<file path="src/core/scs_defines.svh">
// shared constants for the smart card supply supervisor host controller
// assumes a 250 MHz clock; all times but the removal limit converted to cycles here
`ifndef SCS_DEFINES_SVH
`define SCS_DEFINES_SVH

`define SCS_CLK_PERIOD_PS 4000
// 40 ms presence debounce as seen at card_present_n
`define SCS_DEBOUNCE_MS 40
// 50 us worst case for card_present_n to rise after removal
`define SCS_REMOVAL_US 50
// ready wait limit chosen by the host: 10 ms
`define SCS_READY_WAIT_MS 10
// quiet gap after power release before a new request: 1 ms
`define SCS_IDLE_GAP_US 1000
// ps per ms held in 64 bits so the product cannot wrap
`define SCS_PS_PER_MS 64'h0000_0000_3b9a_ca00
`define SCS_DEBOUNCE_CYC ((`SCS_DEBOUNCE_MS * `SCS_PS_PER_MS) / `SCS_CLK_PERIOD_PS)
`define SCS_READY_WAIT_CYC ((`SCS_READY_WAIT_MS * `SCS_PS_PER_MS) / `SCS_CLK_PERIOD_PS)
`define SCS_IDLE_GAP_CYC ((`SCS_IDLE_GAP_US * 1000000) / `SCS_CLK_PERIOD_PS)
`define SCS_CNT_W 24

// software register offsets (byte addresses)
`define SCS_REG_CTRL 8'h00
`define SCS_REG_STAT 8'h04
`define SCS_REG_CLKDIV 8'h08
// control bit positions
`define SCS_CTRL_START 0
`define SCS_CTRL_STOP 1
`define SCS_CTRL_V5 2
`define SCS_CTRL_CLKEN 3
`define SCS_CTRL_RST 4
`define SCS_CTRL_DLOW 5
`define SCS_CLKDIV_RST 16'h0004

`endif

</file>
<file path="src/core/scs_pkg.sv">
// types for the smart card supply supervisor host controller
// assumes scs_defines.svh is included where constants are needed
package scs_pkg;
   typedef enum logic [2:0] {
      SCS_IDLE = 3'b000,
      SCS_WAIT_READY = 3'b001,
      SCS_ACTIVE = 3'b011,
      SCS_ALARM = 3'b010,
      SCS_GAP = 3'b110
   } scs_state_t;
endpackage

</file>
<file path="src/core/scs_clkgen.sv">
// card clock source for the device's host clock input
// assumes en is a level from the main controller; output low when stopped
`timescale 1ns/1ps
module scs_clkgen #(
   parameter int DIV_W = 16
) (
   // clock and reset
   input wire logic clk,
   input wire logic rst_n,
   // control
   input wire logic en,
   input wire logic [DIV_W-1:0] half_period,
   // clock out
   output logic clk_out
);
   logic [DIV_W-1:0] cnt_q, cnt_d;
   logic clk_out_d;

   always_comb begin
      cnt_d = cnt_q;
      clk_out_d = clk_out;
      if (!en) begin
         // stopping low keeps the card in clock stop with a clean level
         cnt_d = '0;
         clk_out_d = 1'b0;
      end else if (cnt_q >= half_period) begin
         cnt_d = '0;
         clk_out_d = ~clk_out;
      end else begin
         cnt_d = cnt_q + 1'b1;
      end
   end

   always_ff @(posedge clk or negedge rst_n) begin
      if (!rst_n) begin
         cnt_q <= '0;
         clk_out <= 1'b0;
      end else begin
         cnt_q <= cnt_d;
         clk_out <= clk_out_d;
      end
   end
endmodule

</file>
<file path="src/core/scs_timer.sv">
// down counter: load a value, done pulses when it reaches zero
// assumes load has priority over counting
`timescale 1ns/1ps
module scs_timer #(
   parameter int W = 24
) (
   // clock and reset
   input wire logic clk,
   input wire logic rst_n,
   // control
   input wire logic load,
   input wire logic [W-1:0] value,
   // status
   output logic running,
   output logic done
);
   logic [W-1:0] cnt_q, cnt_d;
   logic done_d;

   always_comb begin
      cnt_d = cnt_q;
      done_d = 1'b0;
      if (load) begin
         cnt_d = value;
      end else if (cnt_q != '0) begin
         cnt_d = cnt_q - 1'b1;
         done_d = (cnt_q == {{(W-1){1'b0}}, 1'b1});
      end
   end

   always_ff @(posedge clk or negedge rst_n) begin
      if (!rst_n) begin
         cnt_q <= '0;
         done <= 1'b0;
      end else begin
         cnt_q <= cnt_d;
         done <= done_d;
      end
   end

   assign running = (cnt_q != '0);
endmodule

</file>
<file path="src/core/scs_host.sv">
// host controller for a smart card supply supervisor
// drives the device's power request, voltage select, clock, reset and
// open-drain data pins; takes orders over a simple register port.
// assumes device outputs are synchronous to clk.
//
// How it works
// device compares card clock with host clock
// clock check only after supply ready
// host stops card clock when idle
// device forwards host clock when active
// device forwards host reset when active
// data line high impedance until ready
// host drives data only open drain
// ready low only at final supply
// device alarms on listed faults
// clock, reset, temperature checked after ready
// fault after activation raises ready
// early fault: ready never goes low
// alarm cleared only by releasing power request
// card present after 40 ms debounce
// card present released within 50 us
// voltage select high 5V, low 3V
// select latched at power request fall
// change voltage only via idle
// low power request activates, channels after ready
// device compares card reset with host reset
// card clock low while idle
// device timers meet stated durations
`timescale 1ns/1ps
`include "scs_defines.svh"
module scs_host #(
   // sim may shrink the two delays; defaults are the real ones
   parameter int CNT_W = `SCS_CNT_W,
   parameter logic [CNT_W-1:0] READY_WAIT_CYC = CNT_W'(`SCS_READY_WAIT_CYC),
   parameter logic [CNT_W-1:0] IDLE_GAP_CYC = CNT_W'(`SCS_IDLE_GAP_CYC)
) (
   // clock and reset
   input wire logic clk,
   input wire logic rst_n,
   // software register port
   input wire logic [7:0] reg_addr,
   input wire logic [31:0] reg_wdata,
   input wire logic reg_write,
   input wire logic reg_read,
   output logic [31:0] reg_rdata,
   // device control pins
   output logic power_request_n,
   output logic supply_voltage_select,
   output logic host_clock_in,
   output logic host_reset_in,
   // device data pin, open drain
   input wire logic data_in,
   output logic data_out,
   output logic data_oe,
   // device status pins
   input wire logic ready_n,
   input wire logic card_present_n
);
   // ----------------------------------------------------------------
   // state
   // ----------------------------------------------------------------
   scs_pkg::scs_state_t state_q, state_d;
   logic v5_q, v5_d;
   logic clk_en_q, clk_en_d;
   logic rst_q, rst_d;
   logic dlow_q, dlow_d;
   logic [15:0] div_q, div_d;
   logic alarm_q, alarm_d;
   logic timeout_q, timeout_d;
   logic removed_q, removed_d;
   logic ready_seen_q, ready_seen_d;
   logic card_prev_q;
   logic pwr_n_q, pwr_n_d;
   logic sel_q, sel_d;
   logic data_oe_q, data_oe_d;
   logic [31:0] rdata_q, rdata_d;
   logic tmr_load;
   logic [CNT_W-1:0] tmr_value;
   logic tmr_running, tmr_done;
   logic gen_clk;
   logic wr_ctrl, start_cmd, stop_cmd;

   // ----------------------------------------------------------------
   // register decode
   // ----------------------------------------------------------------
   assign wr_ctrl = reg_write && (reg_addr == `SCS_REG_CTRL);
   assign start_cmd = wr_ctrl && reg_wdata[`SCS_CTRL_START];
   assign stop_cmd = wr_ctrl && reg_wdata[`SCS_CTRL_STOP];

   // ----------------------------------------------------------------
   // timer and card clock
   // ----------------------------------------------------------------
   // one shared timer: ready wait and gap never overlap
   scs_timer #(.W(CNT_W)) u_timer (
      .clk(clk),
      .rst_n(rst_n),
      .load(tmr_load),
      .value(tmr_value),
      .running(tmr_running),
      .done(tmr_done)
   );

   // a divider change mid-run can shorten one clock phase
   scs_clkgen #(.DIV_W(16)) u_clkgen (
      .clk(clk),
      .rst_n(rst_n),
      // clock stop
      .en(clk_en_q && (state_q == scs_pkg::SCS_ACTIVE)),
      .half_period(div_q),
      .clk_out(gen_clk)
   );

   // ----------------------------------------------------------------
   // sequencer
   // ----------------------------------------------------------------
   always_comb begin
      state_d = state_q;
      pwr_n_d = pwr_n_q;
      sel_d = sel_q;
      alarm_d = alarm_q;
      timeout_d = timeout_q;
      removed_d = removed_q;
      ready_seen_d = ready_seen_q;
      tmr_load = 1'b0;
      tmr_value = '0;
      // sticky flags cleared by a new start; events below win over it
      if (start_cmd && state_q == scs_pkg::SCS_IDLE) begin
         alarm_d = 1'b0;
         timeout_d = 1'b0;
         removed_d = 1'b0;
         ready_seen_d = 1'b0;
      end
      // not gated on ready: removal and its alarm land in one cycle
      if (!card_prev_q && card_present_n && pwr_n_q == 1'b0) begin
         // card gone
         removed_d = 1'b1;
      end
      case (state_q)
         scs_pkg::SCS_IDLE: begin
            pwr_n_d = 1'b1;
            if (start_cmd) begin
               // select set before request
               // select from the same write: one write picks voltage and starts
               sel_d = v5_d;
               state_d = scs_pkg::SCS_WAIT_READY;
               tmr_load = 1'b1;
               tmr_value = READY_WAIT_CYC;
            end
         end
         scs_pkg::SCS_WAIT_READY: begin
            // request low
            pwr_n_d = 1'b0;
            if (stop_cmd) begin
               state_d = scs_pkg::SCS_GAP;
               tmr_load = 1'b1;
               tmr_value = IDLE_GAP_CYC;
            end else if (!ready_n) begin
               ready_seen_d = 1'b1;
               state_d = scs_pkg::SCS_ACTIVE;
            end else if (tmr_done) begin
               // device never lowers ready on an early fault, so time out
               // early fault seen as timeout
               timeout_d = 1'b1;
               alarm_d = 1'b1;
               state_d = scs_pkg::SCS_ALARM;
            end
         end
         scs_pkg::SCS_ACTIVE: begin
            pwr_n_d = 1'b0;
            if (stop_cmd) begin
               state_d = scs_pkg::SCS_GAP;
               tmr_load = 1'b1;
               tmr_value = IDLE_GAP_CYC;
            end else if (ready_n) begin
               // ready high means alarm
               // the device has already shut the card down; follow it
               alarm_d = 1'b1;
               state_d = scs_pkg::SCS_ALARM;
            end
         end
         scs_pkg::SCS_ALARM: begin
            pwr_n_d = 1'b0;
            // only power release clears
            if (stop_cmd) begin
               state_d = scs_pkg::SCS_GAP;
               tmr_load = 1'b1;
               tmr_value = IDLE_GAP_CYC;
            end
         end
         scs_pkg::SCS_GAP: begin
            // gap lets the card supply discharge before a new request
            pwr_n_d = 1'b1;
            if (!tmr_running && !tmr_done) begin
               state_d = scs_pkg::SCS_IDLE;
            end else if (tmr_done) begin
               state_d = scs_pkg::SCS_IDLE;
            end
         end
         default: begin
            state_d = scs_pkg::SCS_IDLE;
            pwr_n_d = 1'b1;
         end
      endcase
   end

   // ----------------------------------------------------------------
   // software registers
   // ----------------------------------------------------------------
   always_comb begin
      v5_d = v5_q;
      clk_en_d = clk_en_q;
      rst_d = rst_q;
      dlow_d = dlow_q;
      div_d = div_q;
      rdata_d = '0;
      if (wr_ctrl) begin
         // fields written whole; a stop write also sets them from its data
         // high selects 5V
         v5_d = reg_wdata[`SCS_CTRL_V5];
         clk_en_d = reg_wdata[`SCS_CTRL_CLKEN];
         rst_d = reg_wdata[`SCS_CTRL_RST];
         dlow_d = reg_wdata[`SCS_CTRL_DLOW];
      end
      if (reg_write && reg_addr == `SCS_REG_CLKDIV) begin
         div_d = reg_wdata[15:0];
      end
      if (reg_read) begin
         case (reg_addr)
            `SCS_REG_CTRL:
               rdata_d = {26'h000_0000, dlow_q, rst_q, clk_en_q, v5_q, 2'b00};
            // status shows live pins; bit 3 kept zero beside the state
            `SCS_REG_STAT:
               rdata_d = {20'h0_0000, data_in, card_present_n, ready_n, sel_q,
                          ready_seen_q, removed_q, timeout_q, alarm_q,
                          1'b0, state_q};
            `SCS_REG_CLKDIV: rdata_d = {16'h0000, div_q};
            default: rdata_d = '0;
         endcase
      end
   end

   // ----------------------------------------------------------------
   // pin drive
   // ----------------------------------------------------------------
   always_comb begin
      // data only after ready
      // pull low, never drive high
      // registered, so the pin trails the state by one cycle
      data_oe_d = dlow_q && (state_q == scs_pkg::SCS_ACTIVE);
   end

   always_ff @(posedge clk or negedge rst_n) begin
      if (!rst_n) begin
         state_q <= scs_pkg::SCS_IDLE;
         v5_q <= 1'b0;
         clk_en_q <= 1'b0;
         rst_q <= 1'b0;
         dlow_q <= 1'b0;
         div_q <= `SCS_CLKDIV_RST;
         alarm_q <= 1'b0;
         timeout_q <= 1'b0;
         removed_q <= 1'b0;
         ready_seen_q <= 1'b0;
         // no-card level, so reset gives no false removal edge
         card_prev_q <= 1'b1;
         pwr_n_q <= 1'b1;
         sel_q <= 1'b0;
         data_oe_q <= 1'b0;
         rdata_q <= '0;
         host_clock_in <= 1'b0;
         host_reset_in <= 1'b0;
      end else begin
         state_q <= state_d;
         v5_q <= v5_d;
         clk_en_q <= clk_en_d;
         rst_q <= rst_d;
         dlow_q <= dlow_d;
         div_q <= div_d;
         alarm_q <= alarm_d;
         timeout_q <= timeout_d;
         removed_q <= removed_d;
         ready_seen_q <= ready_seen_d;
         card_prev_q <= card_present_n;
         pwr_n_q <= pwr_n_d;
         sel_q <= sel_d;
         data_oe_q <= data_oe_d;
         rdata_q <= rdata_d;
         // clock low outside active
         // extra stage: the pin stops two cycles after active ends
         host_clock_in <= gen_clk;
         // reset held low until active
         host_reset_in <= rst_q && (state_q == scs_pkg::SCS_ACTIVE);
      end
   end

   assign reg_rdata = rdata_q;
   assign power_request_n = pwr_n_q;
   // select stable while request low
   assign supply_voltage_select = sel_q;
   assign data_out = 1'b0;
   assign data_oe = data_oe_q;
endmodule

</file>
<file path="config.mk">
export PLATFORM = sky130hd
export DESIGN_NAME = scs_host
export DESIGN_NICKNAME = d
export VERILOG_FILES = /design/src/core/scs_pkg.sv /design/src/core/scs_clkgen.sv /design/src/core/scs_timer.sv /design/src/core/scs_host.sv
export VERILOG_INCLUDE_DIRS = /design/src /design/src/core
export SDC_FILE = /design/constraint.sdc
export NUM_CORES = 1
export LEC_CHECK = 0
export ABC_AREA = 1
export BUFFER_PORTS_ARGS = -buffer_cell sky130_fd_sc_hd__buf_2
export CORE_MARGIN = 2
export CORE_UTILIZATION = 30
export DETAILED_ROUTE_END_ITERATION = 8
export SLEW_MARGIN = 0
export SYNTH_ARGS = -nofsm -noshare
export SYNTH_HDL_FRONTEND = slang
export SYNTH_SLANG_ARGS = --single-unit
</file>
<file path="constraint.sdc">
create_clock -name clk -period 3.15 [get_ports clk]
set_input_delay 0.315 -clock clk [delete_from_list [all_inputs] [get_ports clk]]
set_output_delay 0.315 -clock clk [all_outputs]
set_load 0.03 [all_outputs]
</file>
==> reports/qor.csv <==
stage,metric,value,unit
status,status,finished clean,
die,I/O Pins,85,
drt,DR pass1 iterations,4,
sta,fmax,489,MHz
clock_network,hold_buf cts,0,
global_route,global-route wire length before repair,18.5,mm
clock_network,clock tree buffer depth,2,
flow_run,max cap viols,0,
synthesis,"Avg Cell Area, Syn",8.17,um^2
drt,routed vias/inst,4.47,
synthesis,synth warn,0,
clock_network,Post-CTS Repair Setup Buffers,0,
critical_path,CP Data Required Time,3420,ps
critical_path,Worst setup EP type,flop,
global_route,GRT Util Overall,14.2,%
sta,Pins Over Slew Limit,0,
sta,Slew @ Worst Pin,729,ps
clock_network,cts repair resizes,0,
drt,via count,3876,
critical_path,critical path launch point type,flop,
critical_path,highest-delay cell along the critical path,nor2_4,
global_route,largest net degree at the start of global routing,57,
critical_path,"setup slack, reg-to-reg",1110,ps
hold_path,hold crit path type,input pin to asynchronous set/reset pin,
synthesis,register area share after synthesis,47.2,%
die,total core area,15800,um^2
critical_path,"Top cell by count, worst path",inv_1,
finish,layout cells sized above 1,13.8,%
critical_path,worst flop-to-flop path startpoint,u_timer.cnt_q[0]$_DFFE_PN0P_,
critical_path,CP max FO,17,
pwr,Leakage,2.75,nW
die,Die H,131,um
critical_path,CP max stage delay,490,ps
clock_network,TritonCTS clock tree,built,
placement,placed cell area,5270,um^2
sta,clk_skew,9.93,ps
critical_path,WS Path Type,flop to flop,
drt,Remaining DRCs,0,
critical_path,R2R depth,8,
critical_path,"delay-heaviest family, CP",simple AND/OR/NAND/NOR gates,
finish,post-route cell area,5600,um^2
pwr,Worst VDD drop,0.253,mV
clock_network,clk slew on worst S/H paths,70,ps
clock_network,Root Buffer,clkbuf_16,
clock_network,Num CTS Buffers,9,
drt,ANT nets after route,0,
critical_path,cells along the critical path,"inv_1, ha_1, nand2_1, nor2_1, nand3_1, nor2_4, inv_1, o22ai_1",
finish,Final #Nets,713,
global_route,initial antenna violation count,0,
die,die span in x,131,um
drt,Initial DRC Count,224,
die,die area,17100,um^2
finish,P&R area growth vs syn,16.0,%
sta,total negative setup slack,0,ps
sta,Finish-stage setup viols,0,
pwr,Power Density,554,nW/um^2
synthesis,Post-Syn Area,4830,um^2
synthesis,post-synthesis sequential element count,91,
sta,RSZ-0062 raised after global routing,no,
global_route,total gr overflow,0,
critical_path,Reg-to-Reg End,u_timer.cnt_q[1]$_DFFE_PN0P_,
sta,Final Critical Period,2040,ps
synthesis,count of mapped cells out of synthesis,591,
drt,Post-Route WL,11.3,mm
sta,Rel. slew slack,51.4,%
critical_path,Critical path buffers and inverters,2,
die,Core Rows,46,
sta,Final period util,64.9,%
sta,final hold viol count,0,
die,Starting Density,30.5,%
clock_network,worst skew pair latency,360,ps
placement,Port Buffers,51,
clock_network,Clock Sink Count,91,
placement,Placer Congestion,0.808,
finish,n_diodes,0,
clock_network,CTS HTree Levels,3,
drt,routed length per instance,13.1,um
synthesis,Cell variety after synth,37,
finish,filler instances,1631,
global_route,vias in the first global route,3764,
critical_path,Worst Path Arrival,2310,ps
placement,HPWL Detailed,8.40,mm
[flip-flops by register name, indices dropped and copies added (netlist names), 3 cells and up]
| register | cells |
|---|---|
| u_timer.cnt_q | 24 |
| reg_rdata | 16 |
| state_q | 3 |
| div_q | 16 |
| u_clkgen.cnt_q | 16 |
[worst reg2reg max path: cells and delay by family (launching register included)]
| family | cells | cell delay, ps |
|---|---|---|
| buffers and inverters | 2 | 320 |
| flip-flops | 1 | 400 |
| AND/OR/NAND/NOR | 4 | 910 |
| adder cells (fa/ha/maj) | 1 | 210 |
| AO/OA/AOI/OAI | 1 | 130 |
[layer usage]
metal	GRT usage [%]	part of all wire, %
met3	3.50	4.6
met2	21.5	45
met1	19.5	49
met4	5.38	1.9
met5	0	0
[through the flow]
step / cells / setup slack [ps] / hold slack, ps / total power, W / utilization [%]
after detailed placement: 851 / 1130 / 406 / 0.00192 / 33.3
after CTS: 867 / 1110 / 63.0 / 0.00312 / 35.4
after global routing: 867 / 909 / 79.6 / 0.00326 / 35.4
final: 867 / 1110 / 20.4 / 0.00310 / 35.4
after global placement: 851 / 1150 / 397 / 0.00191 / 33.3
after floorplan: 607 / 1460 / 19.4 / 0.00178 / -
[cells in the final DEF (no fill, tap or decap), drive strengths merged]
master and n:
ha 20, dfrtp 88, xnor2 9, o21bai 1
or2 1, bufinv 2, nand3 33, dfstp 3
a31oi 3, nor4 3, o31ai 1, nand4 9
inv 72, nand3b 3, clkinv 1, o22ai 2
buf 54, o21ai 18, and3 2, o211ai 2
conb 17, clkinvlp 1, nor3 15, nor2 97
clkbuf 10, nand2 124, xor2 16, a21oi 44
[worst max-delay path by stage]
stage | start | endpoint | slack [ps] | cells past startpoint
floorplan | div_q[2]$_DFFE_PN1P_ | u_clkgen.cnt_q[11]$_DFF_PN0_ | 1460 | 10
global placement | u_timer.cnt_q[0]$_DFFE_PN0P_ | u_timer.cnt_q[0]$_DFFE_PN0P_ | 1150 | 8
detailed placement | u_timer.cnt_q[0]$_DFFE_PN0P_ | u_timer.cnt_q[1]$_DFFE_PN0P_ | 1130 | 8
CTS | u_timer.cnt_q[0]$_DFFE_PN0P_ | u_timer.cnt_q[1]$_DFFE_PN0P_ | 1110 | 8
global route | u_timer.cnt_q[0]$_DFFE_PN0P_ | u_timer.cnt_q[1]$_DFFE_PN0P_ | 910 | 8
finish | u_timer.cnt_q[0]$_DFFE_PN0P_ | u_timer.cnt_q[1]$_DFFE_PN0P_ | 1110 | 8
[cell type report]
class	instances	area (um^2)	share of cell area, %
inverter	70	263	4.69
tap	216	270	4.82
timing repair buffer	54	293	5.22
sequential	91	2280	40.7
clock inverter	6	93.8	1.67
multi-input combinational	420	2160	38.6
clock buffer	10	239	4.26
[cell usage after synthesis]
cell type    n  area [um^2]
nand3_1     32          160
o22ai_1      2         12.5
a31oi_1      3         18.8
conb_1       1         3.75
a21oi_1     41          205
o21bai_1     1         7.51
nor3_1      15         75.1
nor2_1      90          338
inv_2        2         7.51
nor2_2       4         25.0
dfstp_2      3         78.8
buf_6        2         22.5
clkbuf_1     2         7.51
a21oi_2      3         26.3
o21ai_0     16         80.1
nand3b_1     3         22.5
buf_2        5         25.0
nand4_4      1         21.3
nand2_2      1         6.26
xor2_1      16          140
o31ai_1      1         7.51
inv_1       67          251
o21ai_1      2         10.0
nor4_1       3         18.8
and3_1       2         12.5
nand3_2      1         10.0
xnor2_1      9         78.8
clkinv_1     1         3.75
buf_4       17          128
o211ai_1     2         15.0
ha_1        20          250
nand2_1    122          458
dfrtp_1     88         2200
nand2_4      1         11.3
nor2_4       3         33.8
or2_2        1         6.26
nand4_1      8         50.1
[where the power goes]
group	total (W)	switching (W)	internal, W
Sequential	0.00137	0.0000977	0.00127
Combinational	0.000520	0.000333	0.000187
Clock	0.00121	0.000485	0.000726
[cells by family after synthesis]
kind of cell	Yosys count	share of synthesized area, %
compound gates	71	7.93
xor+xnor	25	4.53
fa+ha+maj	20	5.18
buf+inv	96	9.22
flops	91	47.2
other cells	1	0.0776
simple gates	287	25.8
Note: power is estimated with default switching activity, not from simulation.
